`src/hw/cbs_pkg.sv`:
```
package cbs_pkg;
  // APB register byte offsets
  localparam logic [7:0] ADDR_CMD = 8'h00;
  localparam logic [7:0] ADDR_FLAGS = 8'h04;
  localparam logic [7:0] ADDR_PC = 8'h08;
  localparam logic [7:0] ADDR_WREG = 8'h0C;
  localparam logic [7:0] ADDR_STAT = 8'h10;
  localparam logic [7:0] ADDR_IO_BASE = 8'h20;
  localparam int IO_N = 8;
  localparam int IO_IDX_W = 3;
  // Command word fields
  localparam int OP_W = 5;
  localparam int CMD_OP_LSB = 0;
  localparam int CMD_BIT_LSB = 8;
  localparam int CMD_K_LSB = 16;
  localparam int CMD_IDX_LSB = 24;
  localparam int K_W = 7;
  // Status word fields
  localparam int STAT_BUSY = 0;
  localparam int STAT_TAKEN = 1;
  // Status register flag positions
  localparam int FLG_C = 0;
  localparam int FLG_Z = 1;
  localparam int FLG_N = 2;
  localparam int FLG_V = 3;
  localparam int FLG_S = 4;
  localparam int FLG_H = 5;
  localparam int FLG_T = 6;
  localparam int FLG_I = 7;
  // Reset values and program counter step
  localparam logic [7:0] FLAGS_RST = 8'h00;
  localparam logic [15:0] PC_RST = 16'h0000;
  localparam logic [7:0] WREG_RST = 8'h00;
  localparam logic [7:0] IO_RST = 8'h00;
  localparam logic [15:0] PC_STEP = 16'h0001;
  // Operation codes
  typedef enum logic [4:0] {
    CBS_BRANCH_CARRY_CLEAR = 5'h00,
    CBS_BRANCH_LOWER = 5'h01,
    CBS_BRANCH_NEGATIVE = 5'h02,
    CBS_BRANCH_POSITIVE = 5'h03,
    CBS_BRANCH_SIGNED_GE = 5'h04,
    CBS_BRANCH_SIGNED_LT = 5'h05,
    CBS_BRANCH_HALFCARRY_SET = 5'h06,
    CBS_BRANCH_HALFCARRY_CLEAR = 5'h07,
    CBS_BRANCH_TRANSFER_BIT_SET = 5'h08,
    CBS_BRANCH_IRQ_ENABLED = 5'h09,
    CBS_BRANCH_IRQ_DISABLED = 5'h0A,
    CBS_SET_IO_BIT = 5'h0B,
    CBS_CLEAR_IO_BIT = 5'h0C,
    CBS_LOGICAL_LEFT_SHIFT = 5'h0D,
    CBS_LOGICAL_RIGHT_SHIFT = 5'h0E,
    CBS_ROTATE_LEFT_CARRY = 5'h0F,
    CBS_ROTATE_RIGHT_CARRY = 5'h10,
    CBS_ARITH_RIGHT_SHIFT = 5'h11,
    CBS_NIBBLE_SWAP = 5'h12,
    CBS_FLAG_SET_OP = 5'h13,
    CBS_FLAG_CLEAR_OP = 5'h14
  } cbs_op_t;
  // Alias sharing the carry-clear encoding
  localparam cbs_op_t CBS_BRANCH_SAME_OR_HIGHER = CBS_BRANCH_CARRY_CLEAR;
  // Sequencer states
  typedef enum logic [1:0] {
    S_IDLE = 2'b00,
    S_RUN = 2'b01,
    S_WAIT = 2'b10
  } cbs_state_t;
endpackage

```
`src/hw/cbs_exec.sv`:
```
`timescale 1ns/1ps
module cbs_exec
  import cbs_pkg::*;
(
  // Clock and reset
  input wire logic sys_clk,
  input wire logic rst_n,
  // APB slave
  input wire logic psel,
  input wire logic penable,
  input wire logic pwrite,
  input wire logic [7:0] paddr,
  input wire logic [31:0] pwdata,
  output logic [31:0] prdata,
  output logic pready,
  output logic pslverr
);

  logic rst_s1_q;
  logic rst_n_q;
  cbs_state_t st_q;
  cbs_op_t op_q;
  logic [2:0] bit_q;
  logic [K_W-1:0] k_q;
  logic [IO_IDX_W-1:0] idx_q;
  logic [7:0] flg_q;
  logic [15:0] pc_q;
  logic [7:0] wreg_q;
  logic [7:0] io_q [IO_N];
  logic taken_q;
  logic pready_q;
  logic pslverr_q;
  logic [31:0] prdata_q;
  logic busy;
  logic access;
  logic wr_ok;
  logic take;
  logic is_br;
  logic is_io;
  logic is_sh;
  logic two;
  logic commit;
  logic [7:0] sh_res;
  logic sh_c;
  logic [7:0] flg_d;
  logic [15:0] tgt;
  // Branch condition per operation code
  function automatic logic br_cond(input cbs_op_t op, input logic [7:0] f);
    case (op)
      CBS_BRANCH_CARRY_CLEAR: br_cond = !f[FLG_C];
      CBS_BRANCH_LOWER: br_cond = f[FLG_C];
      CBS_BRANCH_NEGATIVE: br_cond = f[FLG_N];
      CBS_BRANCH_POSITIVE: br_cond = !f[FLG_N];
      CBS_BRANCH_SIGNED_GE: br_cond = !(f[FLG_N] ^ f[FLG_V]);
      CBS_BRANCH_SIGNED_LT: br_cond = f[FLG_N] ^ f[FLG_V];
      CBS_BRANCH_HALFCARRY_SET: br_cond = f[FLG_H];
      CBS_BRANCH_HALFCARRY_CLEAR: br_cond = !f[FLG_H];
      CBS_BRANCH_TRANSFER_BIT_SET: br_cond = f[FLG_T];
      CBS_BRANCH_IRQ_ENABLED: br_cond = f[FLG_I];
      CBS_BRANCH_IRQ_DISABLED: br_cond = !f[FLG_I];
      default: br_cond = 1'b0;
    endcase
  endfunction

  // Address decode of the I/O window, used by the APB answer only, for read data and the error flag
  function automatic logic addr_is_io(input logic [7:0] a);
    addr_is_io = (a >= ADDR_IO_BASE) && (a < ADDR_IO_BASE + 8'(IO_N * 4)) && (a[1:0] == 2'b00);
  endfunction

  // Reset release synchroniser
  always_ff @(posedge sys_clk or negedge rst_n) begin
    if (!rst_n) begin
      rst_s1_q <= 1'b0;
      rst_n_q <= 1'b0;
    end else begin
      rst_s1_q <= 1'b1;
      rst_n_q <= rst_s1_q;
    end
  end

  // APB access qualifiers; writes are ignored while an operation runs
  assign busy = (st_q != S_IDLE);
  assign access = psel && penable && pready_q;
  assign wr_ok = access && pwrite && !busy && !pslverr_q;

  // Operation decode and result datapath
  always_comb begin
    take = br_cond(op_q, flg_q);
    is_br = (op_q <= CBS_BRANCH_IRQ_DISABLED);
    is_io = (op_q == CBS_SET_IO_BIT) || (op_q == CBS_CLEAR_IO_BIT);
    is_sh = (op_q >= CBS_LOGICAL_LEFT_SHIFT) && (op_q <= CBS_ARITH_RIGHT_SHIFT);
    two = (is_br && take) || is_io;
    commit = ((st_q == S_RUN) && !two) || (st_q == S_WAIT);
    tgt = pc_q + {{(16-K_W){k_q[K_W-1]}}, k_q} + PC_STEP;
    sh_res = wreg_q;
    sh_c = flg_q[FLG_C];
    case (op_q)
      CBS_LOGICAL_LEFT_SHIFT: begin
        sh_res = {wreg_q[6:0], 1'b0};
        sh_c = wreg_q[7];
      end
      CBS_LOGICAL_RIGHT_SHIFT: begin
        sh_res = {1'b0, wreg_q[7:1]};
        sh_c = wreg_q[0];
      end
      CBS_ROTATE_LEFT_CARRY: begin
        sh_res = {wreg_q[6:0], flg_q[FLG_C]};
        sh_c = wreg_q[7];
      end
      CBS_ROTATE_RIGHT_CARRY: begin
        sh_res = {flg_q[FLG_C], wreg_q[7:1]};
        sh_c = wreg_q[0];
      end
      CBS_ARITH_RIGHT_SHIFT: begin
        sh_res = {wreg_q[7], wreg_q[7:1]};
        sh_c = wreg_q[0];
      end
      CBS_NIBBLE_SWAP: sh_res = {wreg_q[3:0], wreg_q[7:4]};
      default: ;
    endcase
    flg_d = flg_q;
    if (is_sh) begin
      flg_d[FLG_Z] = (sh_res == 8'h00);
      flg_d[FLG_C] = sh_c;
      flg_d[FLG_N] = sh_res[7];
      flg_d[FLG_V] = sh_res[7] ^ sh_c;
    end
    if (op_q == CBS_FLAG_SET_OP || op_q == CBS_FLAG_CLEAR_OP) begin
      flg_d[bit_q] = (op_q == CBS_FLAG_SET_OP);
    end
  end

  // Sequencer: one cycle, or two for taken branches and io bit ops
  always_ff @(posedge sys_clk or negedge rst_n_q) begin
    if (!rst_n_q) begin
      st_q <= S_IDLE;
    end else begin
      case (st_q)
        S_IDLE: begin
          if (wr_ok && paddr == ADDR_CMD) begin
            st_q <= S_RUN;
          end
        end
        S_RUN: st_q <= two ? S_WAIT : S_IDLE;
        S_WAIT: st_q <= S_IDLE;
        default: st_q <= S_IDLE;
      endcase
    end
  end

  // Command latch
  always_ff @(posedge sys_clk or negedge rst_n_q) begin
    if (!rst_n_q) begin
      op_q <= CBS_NIBBLE_SWAP;
      bit_q <= 3'h0;
      k_q <= 7'h00;
      idx_q <= 3'h0;
    end else if (wr_ok && paddr == ADDR_CMD) begin
      op_q <= cbs_op_t'(pwdata[CMD_OP_LSB +: OP_W]);
      bit_q <= pwdata[CMD_BIT_LSB +: 3];
      k_q <= pwdata[CMD_K_LSB +: K_W];
      idx_q <= pwdata[CMD_IDX_LSB +: IO_IDX_W];
    end
  end
  // Status register; branches, io ops and swap leave it alone
  always_ff @(posedge sys_clk or negedge rst_n_q) begin
    if (!rst_n_q) begin
      flg_q <= FLAGS_RST;
    end else if (wr_ok && paddr == ADDR_FLAGS) begin
      flg_q <= pwdata[7:0];
    end else if (commit) begin
      flg_q <= flg_d;
    end
  end

  // Program counter
  always_ff @(posedge sys_clk or negedge rst_n_q) begin
    if (!rst_n_q) begin
      pc_q <= PC_RST;
    end else if (wr_ok && paddr == ADDR_PC) begin
      pc_q <= pwdata[15:0];
    end else if (commit) begin
      pc_q <= (is_br && take) ? tgt : pc_q + PC_STEP;
    end
  end

  // Working register and whether the last operation was a taken branch
  always_ff @(posedge sys_clk or negedge rst_n_q) begin
    if (!rst_n_q) begin
      wreg_q <= WREG_RST;
      taken_q <= 1'b0;
    end else begin
      if (wr_ok && paddr == ADDR_WREG) begin
        wreg_q <= pwdata[7:0];
      end else if (commit) begin
        wreg_q <= sh_res;
      end
      if (commit) begin
        taken_q <= is_br && take;
      end
    end
  end

  // I/O registers with bit set and clear
  for (genvar g = 0; g < IO_N; g++) begin : g_io
    always_ff @(posedge sys_clk or negedge rst_n_q) begin
      if (!rst_n_q) begin
        io_q[g] <= IO_RST;
      end else if (wr_ok && paddr == ADDR_IO_BASE + 8'(g * 4)) begin
        io_q[g] <= pwdata[7:0];
      end else if (commit && is_io && idx_q == IO_IDX_W'(g)) begin
        io_q[g][bit_q] <= (op_q == CBS_SET_IO_BIT);
      end
    end
  end

  // APB answer: one wait state, error on unmapped address
  always_ff @(posedge sys_clk or negedge rst_n_q) begin
    if (!rst_n_q) begin
      pready_q <= 1'b0;
      pslverr_q <= 1'b0;
      prdata_q <= 32'h0000_0000;
    end else if (psel && penable && !pready_q) begin
      pready_q <= 1'b1;
      pslverr_q <= 1'b0;
      prdata_q <= 32'h0000_0000;
      case (paddr)
        ADDR_CMD: begin
          prdata_q[CMD_OP_LSB +: OP_W] <= op_q;
          prdata_q[CMD_BIT_LSB +: 3] <= bit_q;
          prdata_q[CMD_K_LSB +: K_W] <= k_q;
          prdata_q[CMD_IDX_LSB +: IO_IDX_W] <= idx_q;
        end
        ADDR_FLAGS: prdata_q[7:0] <= flg_q;
        ADDR_PC: prdata_q[15:0] <= pc_q;
        ADDR_WREG: prdata_q[7:0] <= wreg_q;
        ADDR_STAT: begin
          prdata_q[STAT_BUSY] <= busy;
          prdata_q[STAT_TAKEN] <= taken_q;
        end
        default: begin
          if (addr_is_io(paddr)) begin
            prdata_q[7:0] <= io_q[paddr[IO_IDX_W+1:2]];
          end else begin
            pslverr_q <= 1'b1;
          end
        end
      endcase
    end else begin
      pready_q <= 1'b0;
      pslverr_q <= 1'b0;
    end
  end
  assign prdata = prdata_q;
  assign pready = pready_q;
  assign pslverr = pslverr_q;
  // Checks
  property p_br_target;
    @(posedge sys_clk) disable iff (!rst_n_q)
    (st_q == S_RUN && is_br && take) |-> ##2 (pc_q == $past(tgt, 2));
  endproperty
  a_br_target: assert property (p_br_target) else $error("taken branch target wrong");
  property p_br_not_taken;
    @(posedge sys_clk) disable iff (!rst_n_q)
    (st_q == S_RUN && is_br && !take) |=> (st_q == S_IDLE) && (pc_q == $past(pc_q) + PC_STEP);
  endproperty
  a_br_not_taken: assert property (p_br_not_taken) else $error("untaken branch wrong");
  property p_br_carry;
    @(posedge sys_clk) disable iff (!rst_n_q)
    (st_q == S_RUN && op_q == CBS_BRANCH_LOWER) |=>
      ((st_q == S_WAIT) == $past(flg_q[FLG_C])) && $stable(flg_q);
  endproperty
  a_br_carry: assert property (p_br_carry) else $error("lower branch condition wrong");
  property p_br_flags;
    @(posedge sys_clk) disable iff (!rst_n_q)
    (st_q == S_RUN && is_br && take) |=> (st_q == S_WAIT) ##1 (st_q == S_IDLE && $stable(flg_q));
  endproperty
  a_br_flags: assert property (p_br_flags) else $error("taken branch timing or flags wrong");
  property p_br_signed;
    @(posedge sys_clk) disable iff (!rst_n_q)
    (st_q == S_RUN && op_q == CBS_BRANCH_SIGNED_LT) |=>
      ((st_q == S_WAIT) == $past(flg_q[FLG_N] ^ flg_q[FLG_V]));
  endproperty
  a_br_signed: assert property (p_br_signed) else $error("signed branch wrong");
  property p_io_set;
    @(posedge sys_clk) disable iff (!rst_n_q)
    (st_q == S_RUN && op_q == CBS_SET_IO_BIT) |=> (st_q == S_WAIT) ##1
      (io_q[idx_q][bit_q] == 1'b1 && flg_q == $past(flg_q, 2));
  endproperty
  a_io_set: assert property (p_io_set) else $error("io bit set wrong");
  property p_left_shift;
    @(posedge sys_clk) disable iff (!rst_n_q)
    (st_q == S_RUN && op_q == CBS_LOGICAL_LEFT_SHIFT) |=>
      (wreg_q == {$past(wreg_q[6:0]), 1'b0}) && (flg_q[FLG_C] == $past(wreg_q[7]));
  endproperty
  a_left_shift: assert property (p_left_shift) else $error("left shift wrong");
  property p_rotate_right;
    @(posedge sys_clk) disable iff (!rst_n_q)
    (st_q == S_RUN && op_q == CBS_ROTATE_RIGHT_CARRY) |=>
      (wreg_q == {$past(flg_q[FLG_C]), $past(wreg_q[7:1])}) && (flg_q[FLG_C] == $past(wreg_q[0]));
  endproperty
  a_rotate_right: assert property (p_rotate_right) else $error("rotate right wrong");
  property p_swap;
    @(posedge sys_clk) disable iff (!rst_n_q)
    (st_q == S_RUN && op_q == CBS_NIBBLE_SWAP) |=>
      (wreg_q == {$past(wreg_q[3:0]), $past(wreg_q[7:4])}) && $stable(flg_q) && (st_q == S_IDLE);
  endproperty
  a_swap: assert property (p_swap) else $error("nibble swap wrong");
  property p_flag_set;
    @(posedge sys_clk) disable iff (!rst_n_q)
    (st_q == S_RUN && op_q == CBS_FLAG_SET_OP) |=> (flg_q[$past(bit_q)] == 1'b1);
  endproperty
  a_flag_set: assert property (p_flag_set) else $error("flag set wrong");
endmodule // cbs_exec

```
`config.mk`:
```
export PLATFORM = sky130hd
export DESIGN_NAME = cbs_exec
export DESIGN_NICKNAME = d
export VERILOG_FILES = /design/src/hw/cbs_pkg.sv /design/src/hw/cbs_exec.sv
export SDC_FILE = /design/constraint.sdc
export NUM_CORES = 1
export LEC_CHECK = 0
export ABC_AREA = 1
export ABC_CLOCK_PERIOD_IN_PS = 4930
export BUFFER_PORTS_ARGS = -buffer_cell sky130_fd_sc_hd__buf_2
export CAP_MARGIN = 20
export CELL_PAD_IN_SITES_DETAIL_PLACEMENT = 0
export CELL_PAD_IN_SITES_GLOBAL_PLACEMENT = 1
export CORE_MARGIN = 1
export CORE_UTILIZATION = 45
export CTS_CLUSTER_DIAMETER = 50
export DETAILED_ROUTE_END_ITERATION = 10
export GPL_TIMING_DRIVEN = 0
export MAX_ROUTING_LAYER = met4
export PLACE_DENSITY_LB_ADDON = 0.1
export SYNTH_ARGS = -nofsm -noshare
export SYNTH_HDL_FRONTEND = slang
export SYNTH_SLANG_ARGS = --single-unit
```
`constraint.sdc`:
```
create_clock -name sys_clk -period 4.93 [get_ports sys_clk]
set_input_delay 0.7395 -clock sys_clk [delete_from_list [all_inputs] [get_ports sys_clk]]
set_output_delay 0.7395 -clock sys_clk [all_outputs]
set_load 0.05 [all_outputs]
```
==> metrics.txt, run 1 <==
run status complete, no violations; Post-synth top flop sky130_fd_sc_hd__dfrtp_1; count of flip-flops with a built-in enable after synthesis 0; number of warnings reported in the yosys synthesis log 0; via density per instance around 5.7; area of the mapped netlist 0.0100 mm²; total overflow reported by the global router 0; die area between 0.02 and 0.025 mm²; Simple-Gate Fraction of Synth Area 30.7%; initial antenna violation count 0; clock insertion delay at the later pin of the skew report approximately 450 ps; unrepaired setup endpoints after global routing no; row count 54; worst slack at placement ~1700 ps; TritonCTS clock tree done; clock transition at the register clock pins on the worst setup and hold paths after CTS 70 ps; count of different cell masters after synthesis 54; path type of the worst setup path primary input to flip-flop; leakage power figure between 5 and 6 nW; end of the worst register-to-register path prdata[20]; final wirelength 35.0 mm; worst setup margin 2030 ps; achievable clock frequency roughly 0.35 GHz; violation count after the first detailed-routing iteration 866; Total Routing Usage GR 32.4%; setup-violating endpoint count in the final report 0; root buf cell sky130_fd_sc_hd__clkbuf_16; Die Y around 150 µm; post-cts gate resize count 0; post-synthesis register bit count approximately 150; compound-gate portion of the synthesized area about a fifth; average size of a mapped cell 7.12 µm²; leading cell types in the layout, fill and taps excluded sky130_fd_sc_hd__nand2_1, sky130_fd_sc_hd__dfrtp_1, sky130_fd_sc_hd__o21ai_0, sky130_fd_sc_hd__nor2_1, sky130_fd_sc_hd__inv_1; largest buffer count on any clock path 2; Post-CTS Setup Inserts 0; Setup crit end kind flip-flop; post-synthesis sequential area ratio 36.6%; maximum number of pins on one net before global-route repair 64; cts bufs inserted 17; max-cap violation count 0; detailed placer's ending HPWL ~27 mm; combinational family with the most area after synthesis simple AND/OR/NAND/NOR gates; H-tree depth 4; Slew Limit Headroom about a fifth; Register-to-Register Path Depth 4; count of pins on the block boundary 79; first-pass GRT wire length 53.6 mm; Std-Cell Core Area 0.0219 mm²; growth of design area from synthesis to finish 13.3%; number of design rule violations left after detail routing 0; required time reported for the critical path endpoint 5270 ps; net total in the final layout between 1500 and 2000; slew of the pin with the lowest slew margin 1190 ps; number of buffers added to fix hold violations after cts 0; number of vias after detailed routing just over 10000; Gate Count Post-Synth between 1000 and 1500; number of diodes added for antenna fixing 0; CTS sink count ~150; portion of synthesized cell area occupied by the leading cell type a little over a third; HP Class primary input to async pin; starting density of the core between 40% and 50%; post-layout minimum cycle time approximately 2900 ps; final worst hold slack approximately 65 ps; IO buf count 64; area share of fa/ha/maj cells after synthesis ~2.2%; Synth async-reset ratio 100%; Tcrit/Tclk final around 59%; total power density per cell area roughly 250 mW/mm²; worst voltage drop across the vdd grid 0.000205 V; fraction of layout instances using a drive strength above 1 between 10 and 15%; data arrival at the endpoint of the critical path 3230 ps; length of the first detailed-routing pass in iterations 5; worst reg2reg path startpoint pready; parity-gate share of the synthesized area counting xor and xnor cells between 1.5 and 2%; via count of the first global-routing pass between 9000 and 10000; most common library cell in the layout ignoring fill and taps sky130_fd_sc_hd__nand2_1; library cell with the largest summed area after synthesis sky130_fd_sc_hd__dfrtp_1; most area-consuming cells after synthesis sky130_fd_sc_hd__dfrtp_1, sky130_fd_sc_hd__nand2_1, sky130_fd_sc_hd__o21ai_0; fraction of synthesized area in multiplexers under 10%; routability-driven placement congestion ratio 0.963; antenna-violating nets left 0; Post-Route Skew 13.5 ps; DR WL/cell between 15 and 20 µm; final hold violation count 0; type of origin of the critical path primary input; setup slack of the most critical reg-to-reg path around 2100 ps; count of pins over their slew limit 0; highest net fanout along the worst path 10; die extent in x 151 µm
-- sequential cells by signal, summed over array words and instances, names as in the netlist, 2 cells and up --
name	cells
k_q	7
idx_q	3
op_q	5
prdata	26
bit_q	3
st_q	2
io_q	64
pc_q	16
flg_q	8
wreg_q	8
-- power by group --
part	total [mW]	internal [mW]	switching (mW)
Sequential	1.25	1.22	0.0246
Clock	1.34	0.721	0.614
Combinational	0.254	0.0631	0.190
Total	2.84	2.01	0.830
-- worst max-delay path by stage --
stage                 start          to  slack, ps
floorplan           rst_n_q    bit_q[0]        530
global placement    rst_n_q     op_q[0]      -1550
detailed placement     psel  prdata[20]       1700
CTS                    psel  prdata[20]       2150
global route           psel  prdata[17]       1980
finish                 psel  prdata[20]       2030
-- per-stage QoR --
stage / instances / TNS [ps] / total power, mW / utilization [%] / instance area, µm²
6_report: 1794 / 0 / 2.84 / 52.0 / 11400
2_1_floorplan: 1416 / 0 / 1.42 / - / 10100
5_1_grt: 1794 / 0 / 2.91 / 52.0 / 11400
3_3_place_gp: 1760 / -219230 / 1.52 / 49.1 / 10700
4_1_cts: 1794 / 0 / 2.85 / 52.0 / 11400
3_5_place_dp: 1762 / 0 / 1.52 / 49.3 / 10800
-- layer usage --
layer | global-route usage [%] | wire [µm] | vias up
met2 | 52.5 | 16600 | 317
met5 | - | 0 | -
met3 | 4.22 | 1780 | 62
li1 | - | - | 4973
met4 | 10.2 | 872 | 0
met1 | 42.0 | 15700 | 4807
-- cell families (layout without fill, tap and decap cells) --
kind of cell / after synthesis / count (layout)
AO/OA/AOI/OAI: 363 / 363
XOR/XNOR: 20 / 20
adder cells (fa/ha/maj): 17 / 17
buffers and inverters: 182 / 280
flip-flops: 147 / 147
multiplexers: 9 / 9
other: 2 / 7
AND/OR/NAND/NOR: 671 / 671
-- layout make-up --
cell class / count / area (µm²)
Fill cell: 2281 / 10500
Multi-Input combinational cell: 1087 / 5620
Sequential cell: 147 / 3680
Inverter: 130 / 490
Clock buffer: 17 / 425
Timing Repair Buffer: 66 / 375
Tap cell: 280 / 350
Buffer: 52 / 279
Clock inverter: 15 / 160
-- cells in the mapped netlist, drive strengths merged (4+ instances only) --
library cell and n:
nand2 348, o21ai 192, dfrtp 145, nor2 142, inv 127, nand3 113
a21oi 84, buf 41, o22ai 35, nor3 28, nand4 25, xor2 17
ha 16, o31ai 16, a31oi 13, clkbuf 11, mux2 9, or2 9
o211ai 8, a32oi 6, a221oi 4, nand3b 4
-- critical path, cell delays in order --
cell and delay, ps:
sky130_fd_sc_hd__buf_2 90, sky130_fd_sc_hd__nand2_1 70, sky130_fd_sc_hd__nor2_1 890, sky130_fd_sc_hd__clkinv_1 630, sky130_fd_sc_hd__clkbuf_1 450, sky130_fd_sc_hd__o31ai_1 350
Note: power is estimated with default switching activity, not from simulation.
==> inputs of run 2 (changes only) <==
--- a/config.mk
+++ b/config.mk
@@ -6,13 +6,13 @@
 export NUM_CORES = 1
 export LEC_CHECK = 0
 export ABC_AREA = 1
-export ABC_CLOCK_PERIOD_IN_PS = 4930
+export ABC_CLOCK_PERIOD_IN_PS = 2400
 export BUFFER_PORTS_ARGS = -buffer_cell sky130_fd_sc_hd__buf_2
 export CAP_MARGIN = 20
 export CELL_PAD_IN_SITES_DETAIL_PLACEMENT = 0
 export CELL_PAD_IN_SITES_GLOBAL_PLACEMENT = 1
 export CORE_MARGIN = 1
-export CORE_UTILIZATION = 45
+export CORE_UTILIZATION = 40
 export CTS_CLUSTER_DIAMETER = 50
 export DETAILED_ROUTE_END_ITERATION = 10
 export GPL_TIMING_DRIVEN = 0
==> constraint.sdc (replaced) <==
create_clock -name sys_clk -period 2.4 [get_ports sys_clk]
set_input_delay 0.36 -clock sys_clk [delete_from_list [all_inputs] [get_ports sys_clk]]
set_output_delay 0.36 -clock sys_clk [all_outputs]
set_load 0.05 [all_outputs]
==> run 2 against run 1 <==
  * Clock-buffer cell count increased by 1
  * Clock power increased by 99%
  * Wire length increased by 4.0%
  * Die area increased by 12%
  * Final cell count increased by 2.8%
  * Final area increased by 1.7%
  * Via count increased by 1.4%
  * Flip-flop and latch count unchanged
  * Highest routed layer unchanged
  * Combinational power increased by 110%
  * Sequential power increased by 100%
  * Register-to-register slack got worse by 2000 ps
==> metrics.txt, run 2 (same netlist as run 1, synthesis figures left out) <==
count of pins on the block boundary 79 (unchanged); clock insertion delay at the later pin of the skew report 440 ps (was 450 ps); final hold violation count 0 (unchanged); HP Class primary input to flip-flop (was primary input to async pin); placement-stage cell area 0.0109 mm² (was 0.0108 mm²); unrepaired setup endpoints after global routing no (unchanged); Slew Limit Headroom 35.6% (was 20.5%); setup-violating endpoint count in the final report 0 (unchanged); routability-driven placement congestion ratio 0.956 (was 0.963); clock transition at the register clock pins on the worst setup and hold paths after CTS 70 ps (about the same); via density per instance 5.58 (was 5.66); antenna-violating nets left 0 (unchanged); initial antenna violation count 0 (unchanged); detailed placer's ending HPWL 28.2 mm (was 27.3 mm); Die Y 160 µm (was 151 µm); achievable clock frequency around 0.42 GHz; final wirelength 36.4 mm (was 35.0 mm); register containing the most flip-flops in the final layout io_q (unchanged); Fillers 2514 (was 2281); Std-Cell Core Area 0.0245 mm² (was 0.0219 mm²); IO buf count 64 (unchanged); row count 57 (was 54); cts bufs inserted 17 (unchanged); Post-Route Skew 19.9 ps (was 13.5 ps); number of vias after detailed routing 10301 (was 10159); die extent in x 160 µm (was 151 µm); first-pass GRT wire length 56.7 mm (was 53.6 mm); Setup crit end kind flip-flop (unchanged); growth of design area from synthesis to finish 15.2% (was 13.3%); CTS sink count 147 (unchanged); count of pins over their slew limit 0 (unchanged); starting density of the core 41.1% (was 45.9%); area of all sequential standard cells 0.00369 mm² (was 0.00368 mm²); area of the multi-input gates 0.00569 mm² (was 0.00562 mm²); number of flip-flops in the largest register 64 (unchanged); run status complete, no violations (unchanged); slew of the pin with the lowest slew margin 962 ps (was 1190 ps); max-cap violation count 0 (unchanged); DR WL/cell 19.7 µm (was 19.5 µm); length of the first detailed-routing pass in iterations 5 (unchanged); total overflow reported by the global router 0 (unchanged); type of origin of the critical path flip-flop (was primary input); number of design rule violations left after detail routing 0 (unchanged); data arrival at the endpoint of the critical path 2730 ps (was 3230 ps); fraction of layout instances using a drive strength above 1 15.6% (was 14.5%); via count of the first global-routing pass 9833 (was 9434); leakage power figure 5.21 nW (was 5.18 nW); Tcrit/Tclk final between 90% and 100%; leading cell types in the layout, fill and taps excluded sky130_fd_sc_hd__nand2_1, sky130_fd_sc_hd__dfrtp_1, sky130_fd_sc_hd__o21ai_0, sky130_fd_sc_hd__nor2_1, sky130_fd_sc_hd__inv_1 (unchanged); most common library cell in the layout ignoring fill and taps sky130_fd_sc_hd__nand2_1 (unchanged); violation count after the first detailed-routing iteration 798 (was 866); net total in the final layout 1570 (was 1563); largest buffer count on any clock path 2 (unchanged); total power density per cell area 497 mW/mm² (was 249 mW/mm²); worst voltage drop across the vdd grid 0.000346 V (was 0.000205 V); count of non-filler cells in the finished layout 1845 (was 1794); number of diodes added for antenna fixing 0 (unchanged); maximum number of pins on one net before global-route repair 65 (was 64); Total Routing Usage GR 29.6% (was 32.4%); path type of the worst setup path flip-flop to flip-flop (was primary input to flip-flop); root buf cell sky130_fd_sc_hd__clkbuf_16 (unchanged); TritonCTS clock tree done (unchanged); H-tree depth 4 (unchanged); post-layout minimum cycle time 2360 ps; placed cell count 1807 (was 1762); total non-filler cell area in the finished layout 0.0116 mm² (was 0.0114 mm²); required time reported for the critical path endpoint 2770 ps (was 5270 ps); die area 0.0258 mm² (was 0.0229 mm²); highest net fanout along the worst path 7 (was 10)
[run 2: changes by cell type in the layout (fill, tap and decap cells not counted), sizes merged]
| cell | before | now |
|---|---|---|
| clkbuf | 28 | 30 |
| inv | 137 | 134 |
| o21ai | 192 | 193 |
| dlygate4sd3 | 0 | 1 |
| buf | 107 | 111 |
| clkinv | 7 | 10 |
| bufinv | 1 | 0 |
[run 2: final timing paths]
kind,slack [ps],cells after the start,endpoint,from
worst min-delay path,120,3,k_q[6],pwdata[22]
min in group asynchronous,220,2,rst_n_q,rst_n
worst max register to register,40,8,io_q[20],bit_q[2]
worst max-delay path,40,8,io_q[20],bit_q[2]
worst min register to register,270,0,prdata[25],rst_n_q
max in group asynchronous,1390,1,op_q[1],rst_n_q
[run 2: layout make-up]
cell class | count | area share (%)
multi-input combinational | 1088 | 49.2
tap | 324 | 3.50
inverter | 130 | 4.24
buffer | 51 | 2.39
clock buffer | 18 | 3.80
sequential | 147 | 31.9
clock inverter | 14 | 1.22
timing repair buffer | 73 | 3.83
[run 2: metal layers]
metal	part of all wire [%]	track usage [%]	vias up
met4	2.5	9.31	0
met2	48	48.0	329
met1	45	38.5	4912
li1	-	-	5002
met3	5.1	3.69	58
met5	0	-	-
[run 2: power breakdown]
part / switching, mW / internal (mW)
combinational: 0.406 / 0.133
sequential: 0.0402 / 2.51
clock: 1.26 / 1.41
[run 2: worst max-delay path, cell delays in order, from the launching register on]
cell	delay, ps
sky130_fd_sc_hd__dfrtp_1	600
sky130_fd_sc_hd__inv_1	260
sky130_fd_sc_hd__nor3_4	330
sky130_fd_sc_hd__inv_1	300
sky130_fd_sc_hd__nor2_2	350
sky130_fd_sc_hd__inv_1	140
sky130_fd_sc_hd__nor2_1	120
sky130_fd_sc_hd__a21oi_1	50
sky130_fd_sc_hd__o21ai_1	150
[run 2: metrics by stage]
step / hold slack, ps / total power [mW] / util, % / setup WS, ps / TNS, ps
4_1_cts: 120 / 5.79 / 46.9 / 1.98 / 0
2_1_floorplan: 64.4 / 2.93 / - / 337 / 0
3_3_place_gp: 146 / 3.12 / 44.1 / -652 / -12740
3_5_place_dp: 149 / 3.14 / 44.4 / -108 / -455
6_report: 120 / 5.76 / 47.3 / 42.0 / 0
5_1_grt: 128 / 5.95 / 47.3 / 0.457 / 0
[run 2: what timing repair did]
item,CTS,global route
pin swaps,0,4
hold buffers,1,0
endpoints found under the hold margin,2,0
buffers inserted,0,5
gates resized for setup,5,14
gates cloned,0,1
setup endpoints to repair,11,55
==> inputs of run 3 (changes only) <==
--- a/config.mk
+++ b/config.mk
@@ -9,15 +9,13 @@
 export ABC_CLOCK_PERIOD_IN_PS = 2400
 export BUFFER_PORTS_ARGS = -buffer_cell sky130_fd_sc_hd__buf_2
 export CAP_MARGIN = 20
-export CELL_PAD_IN_SITES_DETAIL_PLACEMENT = 0
-export CELL_PAD_IN_SITES_GLOBAL_PLACEMENT = 1
 export CORE_MARGIN = 1
-export CORE_UTILIZATION = 40
+export CORE_UTILIZATION = 55
 export CTS_CLUSTER_DIAMETER = 50
 export DETAILED_ROUTE_END_ITERATION = 10
 export GPL_TIMING_DRIVEN = 0
 export MAX_ROUTING_LAYER = met4
-export PLACE_DENSITY_LB_ADDON = 0.1
+export PLACE_DENSITY = 0.77
 export SYNTH_ARGS = -nofsm -noshare
 export SYNTH_HDL_FRONTEND = slang
 export SYNTH_SLANG_ARGS = --single-unit
==> run 3 against run 2 <==
  * Combinational power barely moved
  * Sequential share of layout area rose by 0.35 points
  * Wire length fell by 3.4%
  * Worst setup slack improved by 19 ps
  * First-iteration DRC count rose by 61%
  * Largest cell class unchanged
  * Largest power group unchanged
==> metrics.txt, run 3 (same netlist as run 1, synthesis figures left out) <==
run status complete, no violations (unchanged); number of design rule violations left after detail routing 0 (unchanged); Die Y 137 µm (was 160 µm); register containing the most flip-flops in the final layout io_q (unchanged); cts bufs inserted 17 (unchanged); Crit path buffers/inverters 2 (was 3); achievable clock frequency 0.427 GHz (was 0.424 GHz); max-cap violation count 0 (unchanged); CTS sink count 147 (unchanged); first-pass GRT wire length 54.2 mm (was 56.7 mm); clock insertion delay at the later pin of the skew report 450 ps (was 440 ps); final wirelength 35.2 mm (was 36.4 mm); combinational group share of total power 9.2% (was 9.4%); DR WL/cell 20.2 µm (was 19.7 µm); slew of the pin with the lowest slew margin 1180 ps (was 962 ps); longest individual stage delay on the worst path 410 ps (was 600 ps); Setup crit end kind flip-flop (unchanged); net total in the final layout 1565 (was 1570); total non-filler cell area in the finished layout 0.0114 mm² (was 0.0116 mm²); worst voltage drop across the vdd grid 0.000546 V (was 0.000346 V); maximum number of pins on one net before global-route repair 69 (was 65); TritonCTS clock tree done (unchanged); total overflow reported by the global router 0 (unchanged); data arrival at the endpoint of the critical path 2660 ps (was 2730 ps); starting density of the core 55.9% (was 41.1%); routability-driven placement congestion ratio 1.09 (was 0.956); via count of the first global-routing pass 9903 (was 9833); detailed placer's ending HPWL 25.8 mm (was 28.2 mm); final worst hold slack 115 ps (was 120 ps); row count 49 (was 57); number of flip-flops in the largest register 64 (unchanged); number of vias after detailed routing 10730 (was 10301); largest buffer count on any clock path 2 (unchanged); fraction of power spent switching nets 29.6% (about the same); violation count after the first detailed-routing iteration 1286 (was 798); die area 0.0188 mm² (was 0.0258 mm²); post-layout minimum cycle time 2340 ps (was 2360 ps); root buf cell sky130_fd_sc_hd__clkbuf_16 (unchanged); placement-stage cell area 0.0107 mm² (was 0.0109 mm²); path type of the worst setup path flip-flop to flip-flop (unchanged); H-tree depth 4 (unchanged); fraction of layout instances using a drive strength above 1 15.1% (was 15.6%); cell breakdown of the critical path nand4_1, nor3_4, inv_2, nor2_4, buf_2, o21ai_0, nand2_1, o21ai_1 (was inv_1, nor3_4, inv_1, nor2_2, inv_1, nor2_1, a21oi_1, o21ai_1); Fin Setup TNS 0 ps (unchanged); Slowest cell on crit path sky130_fd_sc_hd__dfrtp_1 (unchanged); part of the power in the clock network 47.6% (was 46.2%); setup-violating endpoint count in the final report 0 (unchanged); count of pins on the block boundary 79 (unchanged); required time reported for the critical path endpoint 2720 ps (was 2770 ps); Total Routing Usage GR 40.2% (was 29.6%); switching power 1.74 mW (was 1.70 mW); sequential fraction of design power 43.3% (was 44.4%); count of pins over their slew limit 0 (unchanged); growth of design area from synthesis to finish 13.9% (was 15.2%); Slew Limit Headroom 21.3% (was 35.6%); final hold violation count 0 (unchanged); HP Class primary input to flip-flop (unchanged); highest net fanout along the worst path 10 (was 7); length of the first detailed-routing pass in iterations 7 (was 5); Tcrit/Tclk final 97.5% (was 98.3%); via density per instance 6.15 (was 5.58); worst setup margin 60.6 ps (was 42.0 ps); antenna-violating nets left 0 (unchanged); Std-Cell Core Area 0.0180 mm² (was 0.0245 mm²); total internal power 4.15 mW (was 4.05 mW); worst slack at placement -278 ps (was -108 ps); leading cell types in the layout, fill and taps excluded sky130_fd_sc_hd__nand2_1, sky130_fd_sc_hd__dfrtp_1, sky130_fd_sc_hd__o21ai_0, sky130_fd_sc_hd__nor2_1, sky130_fd_sc_hd__inv_1 (unchanged); most common library cell in the layout ignoring fill and taps sky130_fd_sc_hd__nand2_1 (unchanged); die extent in x 137 µm (was 160 µm); IO buf count 64 (unchanged); leakage power figure 5.21 nW (about the same); type of origin of the critical path flip-flop (unchanged); number of diodes added for antenna fixing 0 (unchanged); CP top delay family simple AND/OR/NAND/NOR gates (unchanged); total power density per cell area 515 mW/mm² (was 497 mW/mm²); initial antenna violation count 0 (unchanged); Post-Route Skew 14.0 ps (was 19.9 ps); clock transition at the register clock pins on the worst setup and hold paths after CTS 80 ps (was 70 ps)
==> run 3: final timing paths <==
| path | slack (ps) | end | cells after the start | from |
|---|---|---|---|---|
| setup / recovery | 60 | io_q[35] | 8 | pready |
| hold / removal | 110 | k_q[6] | 3 | pwdata[22] |
| max in group asynchronous | 1540 | op_q[4] | 1 | rst_n_q |
| min in group asynchronous | 180 | io_q[60] | 0 | rst_n_q |
| hold reg to reg | 180 | io_q[60] | 0 | rst_n_q |
| setup reg to reg | 60 | io_q[35] | 8 | pready |
==> run 3: stage by stage <==
stage	power, mW	std cells	util, %
floorplan	2.93	1416	-
global placement	3.11	1709	59.4
detailed placement	3.12	1711	59.7
CTS	5.89	1744	63.3
global route	6.04	1745	63.7
finish	5.89	1745	63.7
==> run 3: cell type report <==
type                    count  area (µm²)
clock buffers              18         429
repair buffers             69         400
clock inverters            14         180
plain buffers              51         277
inverters                 130         490
fillers                  1665        6520
flip-flops and latches    147        3690
well taps                 229         287
multi-input cells        1087        5690
==> run 3: timing repair <==
| item | CTS | global route |
|---|---|---|
| setup endpoints to repair | 34 | 61 |
| pin swaps | 0 | 4 |
| hold buffers | 1 | 0 |
| gates resized for setup | 6 | 15 |
| buffers inserted | 0 | 2 |
| endpoints found under the hold margin | 2 | 0 |
==> run 3: power groups by stage <==
stage                     Combinational, mW  Sequential (mW)  Clock [mW]
after global routing                  0.577             2.55        2.91
after global placement                0.465             2.64           0
after floorplan                       0.197             2.73           0
after CTS                             0.530             2.55        2.81
after detailed placement              0.527             2.60           0
final                                 0.539             2.55        2.80
==> run 3: per-layer routing <==
metal	vias up	global-route usage [%]	share of wire, %
met3	191	9.00	9.9
met5	-	-	0
met4	0	24.4	6.1
met1	4932	49.4	39
met2	624	60.2	45
li1	4983	-	-
==> run 3: worst register-to-register path: stages, from the launching register on <==
cell and delay (ps):
sky130_fd_sc_hd__dfrtp_1 410, sky130_fd_sc_hd__nand4_1 250, sky130_fd_sc_hd__nor3_4 290, sky130_fd_sc_hd__inv_2 240, sky130_fd_sc_hd__nor2_4 320, sky130_fd_sc_hd__buf_2 370
sky130_fd_sc_hd__o21ai_0 170, sky130_fd_sc_hd__nand2_1 90, sky130_fd_sc_hd__o21ai_1 60
